File: config.mk
export PLATFORM = sky130hd
export DESIGN_NAME = cvt_top
export DESIGN_NICKNAME = d
export VERILOG_FILES = /design/src/design/cvt_top.v /design/src/design/cvt_buf.v
export VERILOG_INCLUDE_DIRS = /design/src /design/src/design
export SDC_FILE = /design/constraint.sdc
export NUM_CORES = 1
export LEC_CHECK = 0
export ABC_AREA = 1
export BUFFER_PORTS_ARGS = -buffer_cell sky130_fd_sc_hd__clkbuf_2
export CAP_MARGIN = 5
export CORE_ASPECT_RATIO = 1.1
export CORE_MARGIN = 3
export CORE_UTILIZATION = 30
export DETAILED_ROUTE_END_ITERATION = 12
export PLACE_DENSITY = 0.53
export SKIP_LAST_GASP = 1
export SLEW_MARGIN = 0
export SYNTH_ARGS = -nofsm -noshare
export SYNTH_HDL_FRONTEND = slang
export SYNTH_SLANG_ARGS = --single-unit
File: constraint.sdc
create_clock -name clk_sys_i -period 2.6 [get_ports clk_sys_i]
set_input_delay 0.26 -clock clk_sys_i [delete_from_list [all_inputs] [get_ports clk_sys_i]]
set_output_delay 0.26 -clock clk_sys_i [all_outputs]
set_load 0.03 [all_outputs]
File: src/design/cvt_defines.vh
`ifndef CVT_DEFINES_VH
`define CVT_DEFINES_VH

// ----------------------------------------------------------------------------
// Register indexes (byte address = index * 4)
// ----------------------------------------------------------------------------
`define CVT_IDX_VEC_ENABLE   8'h70
`define CVT_IDX_VEC_PORT     8'h71
`define CVT_IDX_STATUS       8'h72
`define CVT_IDX_GAIN_A       8'h7A
`define CVT_IDX_GAIN_B       8'h7B
`define CVT_IDX_REF_TRIM     8'h7C
`define CVT_IDX_TERM_A       8'h7E

// ----------------------------------------------------------------------------
// Field positions and widths
// ----------------------------------------------------------------------------
`define CVT_EN_BIT           0
`define CVT_REF_TRIM_W       4
`define CVT_ST_HALTED_BIT    0
`define CVT_ST_BUSY_BIT      1
`define CVT_ST_ERR_BIT       2
`define CVT_ST_IDX_LSB       16
`define CVT_IDX_W            10

// ----------------------------------------------------------------------------
// Reset values and counts
// ----------------------------------------------------------------------------
`define CVT_RST_EN           8'h00
`define CVT_RST_TRIM         8'h00
`define CVT_VEC_WORDS        10'h2A1
`define CVT_VEC_LAST         10'h2A0

// ----------------------------------------------------------------------------
// Bus answers
// ----------------------------------------------------------------------------
`define CVT_RESP_OKAY        2'h0
`define CVT_RESP_DECERR      2'h3

`endif

File: src/design/cvt_top.v
// Operation
// - Enabled port reads return successive vector words
// - Enabled port writes load successive vector words
// - Fixed address streaming of port accesses allowed
// - Gain trim for input A, 8 bits
// - Gain trim for input B, 8 bits
// - Reference trim is 4 bits, upper reserved
// - Termination trim for input A, 8 bits
// - Trims load fuse values after reset
// - Port enabled only by enable bit 0
//
// The AXI4-Lite interface to the registers was chosen for this implementation.
`timescale 1ns/1ns
`include "cvt_defines.vh"

module cvt_top (
    // Clock and reset
    input  wire        clk_sys_i,
    input  wire        rst_n_i,
    // AXI4-Lite write address
    input  wire        s_axi_awvalid,
    output wire        s_axi_awready,
    input  wire [11:0] s_axi_awaddr,
    // AXI4-Lite write data
    input  wire        s_axi_wvalid,
    output wire        s_axi_wready,
    input  wire [31:0] s_axi_wdata,
    input  wire [3:0]  s_axi_wstrb,
    // AXI4-Lite write response
    output wire        s_axi_bvalid,
    input  wire        s_axi_bready,
    output wire [1:0]  s_axi_bresp,
    // AXI4-Lite read address
    input  wire        s_axi_arvalid,
    output wire        s_axi_arready,
    input  wire [11:0] s_axi_araddr,
    // AXI4-Lite read data
    output wire        s_axi_rvalid,
    input  wire        s_axi_rready,
    output wire [31:0] s_axi_rdata,
    output wire [1:0]  s_axi_rresp,
    // Calibration engine side
    input  wire        calibration_halted_flag_i,
    input  wire [7:0]  cal_rdata_i,
    output wire        cal_rd_o,
    output wire        cal_wr_o,
    output wire [7:0]  cal_wdata_o,
    output wire [9:0]  cal_index_o,
    // Fuse storage values
    input  wire [7:0]  fuse_gain_a_i,
    input  wire [7:0]  fuse_gain_b_i,
    input  wire [3:0]  fuse_ref_i,
    input  wire [7:0]  fuse_term_a_i,
    // Trim outputs to the analogue side
    output wire [7:0]  input_a_gain_trim_o,
    output wire [7:0]  input_b_gain_trim_o,
    output wire [3:0]  reference_voltage_trim_o,
    output wire [7:0]  input_a_termination_trim_o
);

    // ------------------------------------------------------------------------
    // Address decode
    // ------------------------------------------------------------------------
    // One-hot select: en, port, status, gain a, gain b, ref, term a
    function [6:0] cvt_decode;
        input [11:0] addr;
        begin
            cvt_decode = 7'h00;
            if (addr[1:0] == 2'h0) begin
                case (addr[11:2])
                    {2'h0, `CVT_IDX_VEC_ENABLE}: cvt_decode = 7'h01;
                    {2'h0, `CVT_IDX_VEC_PORT}:   cvt_decode = 7'h02;
                    {2'h0, `CVT_IDX_STATUS}:     cvt_decode = 7'h04;
                    {2'h0, `CVT_IDX_GAIN_A}:     cvt_decode = 7'h08;
                    {2'h0, `CVT_IDX_GAIN_B}:     cvt_decode = 7'h10;
                    {2'h0, `CVT_IDX_REF_TRIM}:   cvt_decode = 7'h20;
                    {2'h0, `CVT_IDX_TERM_A}:     cvt_decode = 7'h40;
                    default:                     cvt_decode = 7'h00;
                endcase
            end
        end
    endfunction

    // Next word index with wrap after the last vector word
    function [9:0] cvt_next_index;
        input [9:0] idx;
        begin
            if (idx == `CVT_VEC_LAST) begin
                cvt_next_index = 10'h000;
            end else begin
                cvt_next_index = idx + 10'h001;
            end
        end
    endfunction

    // ------------------------------------------------------------------------
    // Read path states
    // ------------------------------------------------------------------------
    localparam [2:0] RD_IDLE = 3'b001;  // Ready for an address
    localparam [2:0] RD_STRB = 3'b010;  // Engine strobe cycle
    localparam [2:0] RD_PUSH = 3'b100;  // Offering the answer to the buffer

    // ------------------------------------------------------------------------
    // Declarations
    // ------------------------------------------------------------------------
    reg  [7:0]  vec_enable;      // Enable register, all bits stored
    reg  [7:0]  gain_a;          // Gain trim input A
    reg  [7:0]  gain_b;          // Gain trim input B
    reg  [3:0]  ref_trim;        // Reference trim field
    reg  [7:0]  term_a;          // Termination trim input A
    reg         fuse_loaded;     // Fuse copy done
    reg  [9:0]  word_index;      // Position in the vector
    reg         run_access_err;  // Port touched while calibration ran
    reg         aw_held;         // Write address captured
    reg  [11:0] aw_addr;         // Captured write address
    reg         w_held;          // Write data captured
    reg  [31:0] w_data;          // Captured write data
    reg  [3:0]  w_strb;          // Captured byte enables
    reg         bvalid;          // Write answer pending
    reg  [1:0]  bresp;           // Write answer code
    reg  [2:0]  rd_state;        // Read path state
    reg  [6:0]  rd_sel;          // Decoded read select
    reg         rd_strobe;       // Engine read strobe
    reg  [33:0] rd_word;         // Answer offered to the buffer
    reg         wr_strobe;       // Engine write strobe
    reg  [7:0]  wr_byte;         // Byte sent to the engine
    reg  [31:0] next_rdata;      // Read mux result
    wire [6:0]  wr_sel;          // Decoded write select
    wire        wr_go;           // Write executes this cycle
    wire        wr_lane0;        // Low byte lane enabled
    wire        port_on;         // Vector access enabled
    wire        en_rise;         // Enable newly set by this write
    wire        wr_port;         // Write reaches the engine
    wire        rd_port;         // Read reaches the engine
    wire        buf_in_ready;    // Buffer can take the answer
    wire [33:0] buf_out;         // Buffer head

    assign wr_sel   = cvt_decode(aw_addr);
    assign wr_lane0 = w_strb[0];
    // Reads hold the strobe cycle, so a write waits to keep the index order
    assign wr_go    = aw_held & w_held & ~bvalid & (rd_state != RD_STRB);
    assign port_on  = vec_enable[`CVT_EN_BIT];
    assign en_rise  = wr_go & wr_sel[0] & wr_lane0 & w_data[`CVT_EN_BIT] & ~port_on;
    assign wr_port  = wr_go & wr_sel[1] & wr_lane0 & port_on;
    assign rd_port  = (rd_state == RD_STRB) & rd_sel[1] & port_on;

    // ------------------------------------------------------------------------
    // Write channel capture
    // ------------------------------------------------------------------------
    // Address and data are taken independently, in either order
    always @(posedge clk_sys_i or negedge rst_n_i) begin
        if (!rst_n_i) begin
            aw_held <= 1'b0;
            aw_addr <= 12'h000;
            w_held  <= 1'b0;
            w_data  <= 32'h00000000;
            w_strb  <= 4'h0;
        end else begin
            // Address side
            if (s_axi_awvalid & ~aw_held) begin
                aw_held <= 1'b1;
                aw_addr <= s_axi_awaddr;
            end else if (wr_go) begin
                aw_held <= 1'b0;
            end
            // Data side
            if (s_axi_wvalid & ~w_held) begin
                w_held <= 1'b1;
                w_data <= s_axi_wdata;
                w_strb <= s_axi_wstrb;
            end else if (wr_go) begin
                w_held <= 1'b0;
            end
        end
    end

    assign s_axi_awready = ~aw_held;
    assign s_axi_wready  = ~w_held;

    // ------------------------------------------------------------------------
    // Write response
    // ------------------------------------------------------------------------
    // Unmapped addresses answer decode error and change nothing
    always @(posedge clk_sys_i or negedge rst_n_i) begin
        if (!rst_n_i) begin
            bvalid <= 1'b0;
            bresp  <= `CVT_RESP_OKAY;
        end else if (wr_go) begin
            bvalid <= 1'b1;
            bresp  <= (|wr_sel) ? `CVT_RESP_OKAY : `CVT_RESP_DECERR;
        end else if (s_axi_bready) begin
            bvalid <= 1'b0;
        end
    end

    assign s_axi_bvalid = bvalid;
    assign s_axi_bresp  = bresp;

    // ------------------------------------------------------------------------
    // Control and trim registers
    // ------------------------------------------------------------------------
    // Trims reset to zero, then copy fuse values on the first edge after
    // release; fuse pins are static, so no synchroniser is needed
    always @(posedge clk_sys_i or negedge rst_n_i) begin
        if (!rst_n_i) begin
            vec_enable  <= `CVT_RST_EN;
            gain_a      <= `CVT_RST_TRIM;
            gain_b      <= `CVT_RST_TRIM;
            ref_trim    <= 4'h0;
            term_a      <= `CVT_RST_TRIM;
            fuse_loaded <= 1'b0;
        end else if (!fuse_loaded) begin
            gain_a      <= fuse_gain_a_i;
            gain_b      <= fuse_gain_b_i;
            ref_trim    <= fuse_ref_i;
            term_a      <= fuse_term_a_i;
            fuse_loaded <= 1'b1;
        end else if (wr_go & wr_lane0) begin
            // Low byte carries every field
            if (wr_sel[0]) begin
                vec_enable <= w_data[7:0];
            end
            if (wr_sel[3]) begin
                gain_a <= w_data[7:0];
            end
            if (wr_sel[4]) begin
                gain_b <= w_data[7:0];
            end
            if (wr_sel[5]) begin
                ref_trim <= w_data[`CVT_REF_TRIM_W-1:0];
            end
            if (wr_sel[6]) begin
                term_a <= w_data[7:0];
            end
        end
    end

    // ------------------------------------------------------------------------
    // Vector word index
    // ------------------------------------------------------------------------
    // One shared index gives reads and writes the same word order
    always @(posedge clk_sys_i or negedge rst_n_i) begin
        if (!rst_n_i) begin
            word_index <= 10'h000;
        end else if (en_rise) begin
            word_index <= 10'h000;
        end else if (wr_port | rd_port) begin
            word_index <= cvt_next_index(word_index);
        end
    end

    // ------------------------------------------------------------------------
    // Access while running flag
    // ------------------------------------------------------------------------
    // Sticky; a new enable clears it, but a same-cycle access wins
    always @(posedge clk_sys_i or negedge rst_n_i) begin
        if (!rst_n_i) begin
            run_access_err <= 1'b0;
        end else if ((wr_port | rd_port) & ~calibration_halted_flag_i) begin
            run_access_err <= 1'b1;
        end else if (en_rise) begin
            run_access_err <= 1'b0;
        end
    end

    // ------------------------------------------------------------------------
    // Engine write strobe
    // ------------------------------------------------------------------------
    always @(posedge clk_sys_i or negedge rst_n_i) begin
        if (!rst_n_i) begin
            wr_strobe <= 1'b0;
            wr_byte   <= 8'h00;
        end else begin
            wr_strobe <= wr_port;
            if (wr_port) begin
                wr_byte <= w_data[7:0];
            end
        end
    end

    // ------------------------------------------------------------------------
    // Read path state machine
    // ------------------------------------------------------------------------
    // Back-to-back reads at one address stream words without a gap state
    always @(posedge clk_sys_i or negedge rst_n_i) begin
        if (!rst_n_i) begin
            rd_state  <= RD_IDLE;
            rd_sel    <= 7'h00;
            rd_strobe <= 1'b0;
            rd_word   <= 34'h0;
        end else begin
            case (rd_state)
                RD_IDLE: begin
                    // Address taken; strobe the engine in the next cycle
                    if (s_axi_arvalid) begin
                        rd_sel    <= cvt_decode(s_axi_araddr);
                        rd_state  <= RD_STRB;
                        rd_strobe <= 1'b1;
                    end
                end
                RD_STRB: begin
                    // Engine data and register values captured here
                    rd_strobe <= 1'b0;
                    rd_word   <= {((|rd_sel) ? `CVT_RESP_OKAY : `CVT_RESP_DECERR),
                                  next_rdata};
                    rd_state  <= RD_PUSH;
                end
                RD_PUSH: begin
                    // Wait for room in the buffer
                    if (buf_in_ready) begin
                        rd_state <= RD_IDLE;
                    end
                end
                default: begin
                    rd_state  <= RD_IDLE;
                    rd_strobe <= 1'b0;
                end
            endcase
        end
    end

    assign s_axi_arready = (rd_state == RD_IDLE);

    // ------------------------------------------------------------------------
    // Read data mux
    // ------------------------------------------------------------------------
    // Reserved bits read as zero; a disabled port reads zero
    always @* begin
        next_rdata = 32'h00000000;
        case (1'b1)
            rd_sel[0]: next_rdata = {24'h000000, vec_enable};
            rd_sel[1]: next_rdata = port_on ? {24'h000000, cal_rdata_i} : 32'h00000000;
            rd_sel[2]: begin
                next_rdata[`CVT_ST_HALTED_BIT] = calibration_halted_flag_i;
                next_rdata[`CVT_ST_BUSY_BIT]   = (word_index != 10'h000);
                next_rdata[`CVT_ST_ERR_BIT]    = run_access_err;
                next_rdata[`CVT_ST_IDX_LSB +: `CVT_IDX_W] = word_index;
            end
            rd_sel[3]: next_rdata = {24'h000000, gain_a};
            rd_sel[4]: next_rdata = {24'h000000, gain_b};
            rd_sel[5]: next_rdata = {28'h0000000, ref_trim};
            rd_sel[6]: next_rdata = {24'h000000, term_a};
            default:   next_rdata = 32'h00000000;
        endcase
    end

    // ------------------------------------------------------------------------
    // Read answer buffer
    // ------------------------------------------------------------------------
    // A stalled rready fills the buffer, which then holds the read path
    cvt_buf u_rbuf (
        .clk_sys_i   (clk_sys_i),
        .rst_n_i     (rst_n_i),
        .in_valid_i  (rd_state == RD_PUSH),
        .in_ready_o  (buf_in_ready),
        .in_data_i   (rd_word),
        .out_valid_o (s_axi_rvalid),
        .out_ready_i (s_axi_rready),
        .out_data_o  (buf_out)
    );

    assign s_axi_rdata = buf_out[31:0];
    assign s_axi_rresp = buf_out[33:32];

    // ------------------------------------------------------------------------
    // Outputs to engine and analogue side
    // ------------------------------------------------------------------------
    assign cal_rd_o                   = rd_strobe & rd_sel[1] & port_on;
    assign cal_wr_o                   = wr_strobe;
    assign cal_wdata_o                = wr_byte;
    assign cal_index_o                = word_index;
    assign input_a_gain_trim_o        = gain_a;
    assign input_b_gain_trim_o        = gain_b;
    assign reference_voltage_trim_o   = ref_trim;
    assign input_a_termination_trim_o = term_a;

endmodule // cvt_top

File: src/design/cvt_buf.v
`timescale 1ns/1ns

// Two-entry buffer on the read answer path; data out comes from flip-flops
module cvt_buf (
    // Clock and reset
    input  wire        clk_sys_i,
    input  wire        rst_n_i,
    // Filling side
    input  wire        in_valid_i,
    output wire        in_ready_o,
    input  wire [33:0] in_data_i,
    // Draining side
    output wire        out_valid_o,
    input  wire        out_ready_i,
    output wire [33:0] out_data_o
);

    reg  [33:0] slot0;   // Head entry
    reg  [33:0] slot1;   // Second entry
    reg  [1:0]  fill;    // Entries held
    wire        push;    // Word taken in
    wire        pop;     // Word handed out

    assign in_ready_o  = (fill != 2'h2);
    assign out_valid_o = (fill != 2'h0);
    assign out_data_o  = slot0;
    assign push        = in_valid_i & in_ready_o;
    assign pop         = out_valid_o & out_ready_i;

    // ------------------------------------------------------------------------
    // Storage and fill count
    // ------------------------------------------------------------------------
    // Full blocks pushes, so a stalled drain loses nothing
    always @(posedge clk_sys_i or negedge rst_n_i) begin
        if (!rst_n_i) begin
            slot0 <= 34'h0;
            slot1 <= 34'h0;
            fill  <= 2'h0;
        end else begin
            case ({push, pop})
                2'b10: begin
                    // Fill the first free slot
                    if (fill == 2'h0) begin
                        slot0 <= in_data_i;
                    end else begin
                        slot1 <= in_data_i;
                    end
                    fill <= fill + 2'h1;
                end
                2'b01: begin
                    // Shift the second entry forward
                    slot0 <= slot1;
                    fill  <= fill - 2'h1;
                end
                2'b11: begin
                    // Pass-through when one entry; shift-and-fill when two
                    if (fill == 2'h1) begin
                        slot0 <= in_data_i;
                    end else begin
                        slot0 <= slot1;
                        slot1 <= in_data_i;
                    end
                end
                default: begin
                    fill <= fill;
                end
            endcase
        end
    end

endmodule // cvt_buf

After elaboration in Yosys (flattened, before gate mapping)
Cells that the tools add are included.
{"block": "word_totals", "wordCells": 171, "reg_bits": 198, "output_inout_bits": 89, "in_bits": 104}
{"block": "classes", "muxes": 58, "addsub": 3, "n_reduce_logical": 25, "bitwise_logic": 27, "n_eq_ne": 34}
{"operator": "$eq A10 B7 Y1 const B", "count": 14}
{"operator": "$mux W34", "count": 4}
{"operator": "$pmux W34 S3", "count": 1}
{"operator": "$pmux W7 S7", "count": 2}
{"operator": "$mux W8", "count": 10}
{"operator": "$pmux W34 S2", "count": 1}
{"operator": "$mux W10", "count": 6}
{"operator": "$mux W5", "count": 7}
{"operator": "$mux W3", "count": 9}
{"operator": "$and A1 B1 Y1", "count": 20}
{"operator": "$reduce_and A2 Y1", "count": 8}
{"operator": "$reduce_bool A2 Y1", "count": 8}
{"operator": "$mux W7", "count": 2}
{"operator": "$reduce_or A7 Y1", "count": 2}
{"operator": "$mux W4", "count": 3}
{"operator": "$ne A2 B1 Y1 const B", "count": 6}
{"operator": "$add A10 B1 Y10 const B", "count": 1}
{"operator": "$eq A10 B10 Y1 const B", "count": 1}
{"operator": "$ne A2 B2 Y1 const B", "count": 5}
{"operator": "$reduce_bool A10 Y1", "count": 1}
{"operator": "$pmux W3 S3", "count": 1}
{"operator": "$mux W1", "count": 8}
{"operator": "$logic_not A2 Y1", "count": 3}
{"operator": "$not A1 Y1", "count": 6}
{"operator": "14 further kinds", "count": 18}

Logic depth before layout (Yosys ltp)
{"block": "depth", "word_depth": 9, "ltp_mapped": 13, "ltp_nobuf": 11}

Modules after synthesis
Synthesis repeated with hierarchy kept, for this count alone.
{"block": "hier_totals", "cells_unflattened": 1161, "area_unflattened_um2": 9240.1}
{"mod": "cvt_top", "area_per_inst_um2": 5657.9, "seq_area_each_um2": 2803.9, "n_inst": 1, "cells_per_inst": 664}
{"mod": "cvt_buf", "area_per_inst_um2": 3582.2, "seq_area_each_um2": 1751.7, "n_inst": 1, "cells_per_inst": 497}

Least setup slack after synthesis
No wires, ideal clock.
{"block": "synth_path", "path_type": "register -> register", "startpoint": "reg u_rbuf.fill[0]", "endpoint": "reg u_rbuf.slot0[0] (netlist: u_rbuf.out_data_o[0])", "path_stages_with_launch": 13, "setup_time_ps": 125, "setup_slack_ps": 341, "path_buffers": 1, "synth_period_minus_slack_ps": 2259, "arrival_ps": 2134, "required_time_ps": 2475, "path_cell_list": "dfrtp_1 > inv_1 > ha_1 > inv_2 > nand2_4 > inv_1 > ha_1 > inv_1 > nor2_1 > o21ai_2 > clkbuf_1 > o22ai_1 > mux2_4"}
{"block": "synth_between", "elab_chain_cells": 5, "elab_cells_between_ends": 14, "cone_classes": "6 x eq/ne; 2 x mux; 2 x bitwise; 4 x reduce/logical"}
{"element": "start, declared", "line": "cvt_buf.v:20", "rtl": "reg [1:0] fill;"}
{"element": "start signal, assigned", "line": "cvt_buf.v:48", "rtl": "fill <= fill + 2'h1;"}
{"element": "start signal, assigned", "line": "cvt_buf.v:53", "rtl": "fill <= fill - 2'h1;"}
{"element": "start signal, assigned", "line": "cvt_buf.v:65", "rtl": "fill <= fill;"}
{"element": "$reduce_bool A2 Y1 (*)", "line": "cvt_buf.v:25", "rtl": "assign out_valid_o = (fill != 2'h0);"}
{"element": "named net s_axi_rvalid", "line": "cvt_top.v:38", "rtl": "output wire s_axi_rvalid,"}
{"element": "$and A1 B1 Y1 (*)", "line": "cvt_buf.v:28", "rtl": "assign pop = out_valid_o & out_ready_i;"}
{"element": "$eq A2 B2 Y1 or $eq A2 B1 Y1 (tied branches)", "line": "cvt_buf.v:40", "rtl": "case ({push, pop})"}
{"element": "$ne A2 B1 Y1 (no source line) or $reduce_bool A3 Y1 (tied branches)"}
{"element": "$reduce_and A2 Y1 (no source line)"}
{"element": "end signal, assigned", "line": "cvt_buf.v:44", "rtl": "slot0 <= in_data_i;"}
{"element": "end signal, assigned", "line": "cvt_buf.v:52", "rtl": "slot0 <= slot1;"}
{"element": "end signal, assigned", "line": "cvt_buf.v:58", "rtl": "slot0 <= in_data_i;"}
{"element": "end, declared", "line": "cvt_buf.v:18", "rtl": "reg [33:0] slot0;"}
Mark *: on every way through the listed nets, which the timed path passes. The rest lies on a longest branch.
A chain may end at the register's enable or synchronous reset.

Worst setup path in the final report
{"block": "layout_path", "startpoint": "reg u_rbuf.fill[0]", "endpoint": "reg u_rbuf.slot0[25] (netlist: u_rbuf.out_data_o[25])"}
{"block": "layout_between", "elab_chain_cells": 5, "elab_cells_between_ends": 14, "cone_classes": "6 x eq/ne; 2 x mux; 2 x bitwise; 4 x reduce/logical"}
{"element": "$ne A2 B2 Y1 or $reduce_bool A2 Y1 (tied branches)", "line": "cvt_buf.v:24, cvt_buf.v:25"}
{"element": "$and A1 B1 Y1, on equally long branches", "line": "cvt_buf.v:27, cvt_buf.v:28"}
{"element": "$eq A2 B2 Y1 or $eq A2 B1 Y1 (tied branches)", "line": "cvt_buf.v:40"}
{"element": "$ne A2 B1 Y1 (no source line) or $reduce_bool A3 Y1 (tied branches)"}
{"element": "$reduce_and A2 Y1 (no source line)"}
Several ways; a longest one is shown, not always the timed one.

==> impl_metrics.toml <==
[timing]
setup_total_negative_slack_ns = 0
setup_repair_after_global_routing_missed_its_margin = "no"
worst_clock_skew_ns = 0.01419
max_slew_margin_pct = 43.99
setup_viol = 0
finalMaxSlewViolations = 0
period_share_pct = 81.92
worst_slew_pin_slew_ns = 0.8371
fmaxAchievable_ghz = 0.4695
final.min_clock_period_ns = 2.130
timing.final.hold_violations = 0

[worst_setup_path]
slowest_stage = "dfrtp_1"
worstSetupPathType = "flip-flop to flip-flop"
crit_path_cell_trace = "inv_1 -> ha_1 -> inv_2 -> nand2_4 -> inv_1 -> ha_1 -> inv_1 -> nor2_1 -> o21ai_2 -> buf_4 -> o22ai_1 -> mux2_4"
crit_path_end_kind = "flip-flop"
worst_ep_required_time_ns = 2.91
crit_path_start_kind = "flip-flop"
critical_path_peak_fanout = 19
critPathArrivalTime_ns = 2.44
path_common_cell = "inv_1"
timing.critical_path.slowest_cell_delay_ns = 0.41

[detailed_routing]
drc = 0
routed-via-count = 6192
detail_route.iter0.violations = 369
drt_wl_total_um = 20490
antenna_left = 0
detail_route.vias_per_cell = 4.624
drt_pre_antenna_iters = 4
detail_route.wl_per_cell_um = 15.31

[logic_synthesis]
mappedNetlistArea_um2 = 7417
synth_sequential_area_ratio_pct = 51.30
synth.avg_cell_area_um2 = 8.545
post-synth-top-count-cell = "nand2_1"
synth_seq_cells = 152
synthDistinctLibCells = 46
synth_enable_flop_cells = 0
synth_ff_type = "dfrtp_1"
netlist_top_cells_area = "dfrtp_1 (51%), nand2_1 (8.9%), inv_1 (6.0%), o21ai_0 (5.5%), nor2_1 (3.5%)"
synth_top_area_cell = "dfrtp_1"
yosysTopAreaCellShare_pct = 50.94
synthCells = 868
async_flop_share_pct = 100.0
ys.warnings.count = 0
most_common_library_cells_after_synthesis = "nand2_1 (175), dfrtp_1 (151), inv_1 (119), o21ai_0 (82), nor2_1 (70)"

[run_status]
run_status = "finished, final reports clean"

[clock_tree]
clock_tree_buf_depth = 2
cts_tree = "built"
cts_setup_buffers = 0
cts.clk_slew.worst_paths_ns = 0.06
cts_max_level = 4
clk_latency_ns = 0.43
cts.sink_count = 152
cts-buffers-inserted = 17
clockRootBuffer = "clkbuf_16"

[placement]
gpl.final_weighted_congestion = 0.8517
place_hpwl_um = 15800
io_buffer_count = 151
detailed_place.area_um2 = 8462

[layout]
postLayoutCellArea_um2 = 9085
number_of_fill_cells_in_the_layout = 2534
antennaDiodeCount = 0
finalNetCount = 1133
final_layout_size_suffix_gt1_share_pct = 23.40
syn2layout_area_growth_pct = 22.49

[floorplanning]
design.core.area_um2 = 23990
die_w_um = 155.9
floorplan.die.height_um = 170.9
placement_rows = 59
dieArea_um2 = 26650
initial_cell_density_of_the_core_pct = 30.92
num_io_pins = 193

[worst_hold_path]
hold_path_class = "primary input to flip-flop"

[power]
leakage_nw = 4.629
peakVddDrop_mv = 0.4892
power.density_cell_area_nw_per_um2 = 862.5

[global_routing]
first_global_vias = 6093
grt.overflow.total = 0
global_route.usage.total_pct = 15.71
grt_pass1_wl_um = 32660
largest_net_degree_at_the_start_of_global_routing = 56
grt_antenna_before_repair = 3

[job]
maxCapViolations = 0
## registers in the layout, summed over array words and instances (netlist names), 2 cells and up
| name | count |
|---|---|
| input_a_termination_trim_o | 8 |
| rd_state | 3 |
| u_rbuf.out_data_o | 19 |
| vec_enable | 8 |
| aw_addr | 12 |
| input_b_gain_trim_o | 8 |
| rd_sel | 7 |
| cal_index_o | 10 |
| reference_voltage_trim_o | 4 |
| input_a_gain_trim_o | 8 |
| rd_word | 19 |
| u_rbuf.fill | 2 |
| cal_wdata_o | 8 |
| w_data | 8 |
| u_rbuf.slot1 | 19 |
## placed cells by master, fill, tap and decap left out, drive strengths merged, types with 2 or more instances in the layout
master / count
o21ai: 92
a22o: 2
or2: 2
o211ai: 9
ha: 8
nor2: 73
clkbuf: 168
nand3: 57
xor2: 2
o22ai: 27
clkinvlp: 3
inv: 126
nor3: 8
clkinv: 4
a21oi: 49
dlygate4sd3: 2
mux2: 23
buf: 14
dfrtp: 151
xnor2: 2
conb: 15
bufinv: 2
nand4: 10
nand2: 178
## path summary, 6_finish.rpt
check / from / end / slack, ns / cells past startpoint
max: u_rbuf.fill[0] / u_rbuf.out_data_o[25] / 0.47 / 12
min: calibration_halted_flag_i / run_access_err / 0.06 / 2
min reg2reg: u_rbuf.slot1[16] / u_rbuf.slot1[16] / 0.48 / 2
max in group asynchronous: rst_n_i / input_a_gain_trim_o[2] / 1.49 / 3
min in group asynchronous: rst_n_i / u_rbuf.slot1[4] / 0.36 / 2
max reg2reg: u_rbuf.fill[0] / u_rbuf.out_data_o[25] / 0.47 / 12
## through the flow
stage	setup WS (ns)	total power [W]	cells	hold WS, ns	utilization [%]
2_1_floorplan	0.3408	0.004704	881	-0.03559	-
3_3_place_gp	0.5226	0.005326	1305	0.2687	35.27
3_5_place_dp	0.4796	0.005370	1305	0.2677	35.27
4_1_cts	0.4748	0.007951	1339	0.03891	37.87
5_1_grt	0.2621	0.008327	1339	0.04673	37.87
6_report	0.4702	0.007836	1339	0.06291	37.87
## cell type report
| cell class | instances | area (µm²) | area share [%] |
|---|---|---|---|
| well taps | 305 | 381.6 | 4.201 |
| multi-input cells | 563 | 2949 | 32.46 |
| clock buffers | 18 | 439.2 | 4.834 |
| repair buffers | 166 | 892.1 | 9.820 |
| inverters | 121 | 454.2 | 4.999 |
| flip-flops and latches | 152 | 3805 | 41.88 |
| clock inverters | 14 | 163.9 | 1.804 |
## what timing repair did
item | 4_1_cts | 5_1_grt
hold buffers | 2 | 0
resized for setup | 0 | 0
endpoints found under the hold margin | 51 | 0
## critical path: cells and delay by family (launching register included)
| family | cells | cell delay, ns |
|---|---|---|
| AND/OR/NAND/NOR | 2 | 0.15 |
| flip-flops | 1 | 0.41 |
| buffers and inverters | 5 | 0.56 |
| adder cells (fa/ha/maj) | 2 | 0.39 |
| AO/OA/AOI/OAI | 2 | 0.22 |
| multiplexers | 1 | 0.26 |
## cells by family (layout without fill, tap and decap cells)
| logic type | Yosys count | count (layout) | share of synthesized area, % |
|---|---|---|---|
| buffers and inverters | 166 | 319 | 9.683 |
| AOI/OAI and AO/OA | 182 | 182 | 13.51 |
| xor gates and xnor gates | 4 | 4 | 0.4724 |
| muxes | 23 | 23 | 3.998 |
| DFF | 152 | 152 | 51.30 |
| and+or+nand+nor | 331 | 331 | 19.59 |
| other | 2 | 15 | 0.1013 |
| adders and majority gates | 8 | 8 | 1.350 |
## routing by layer
| layer | track usage (%) | vias to the layer above | share of wire, % |
|---|---|---|---|
| met4 | 3.879 | 6 | 1.4 |
| met2 | 25.80 | 189 | 49 |
| li1 | - | 3105 | - |
| met1 | 20.40 | 2867 | 44 |
| met5 | 0 | - | 0.18 |
| met3 | 4.680 | 25 | 6.3 |
## power breakdown
part | internal (W) | leakage (nW) | switching, W
clock network | 0.00147 | 0.286 | 0.00108
registers | 0.00280 | 1.97 | 0.000309
logic | 0.000705 | 2.37 | 0.00148
total | 0.00497 | 4.63 | 0.00286
Note: power is estimated with default switching activity, not from simulation.
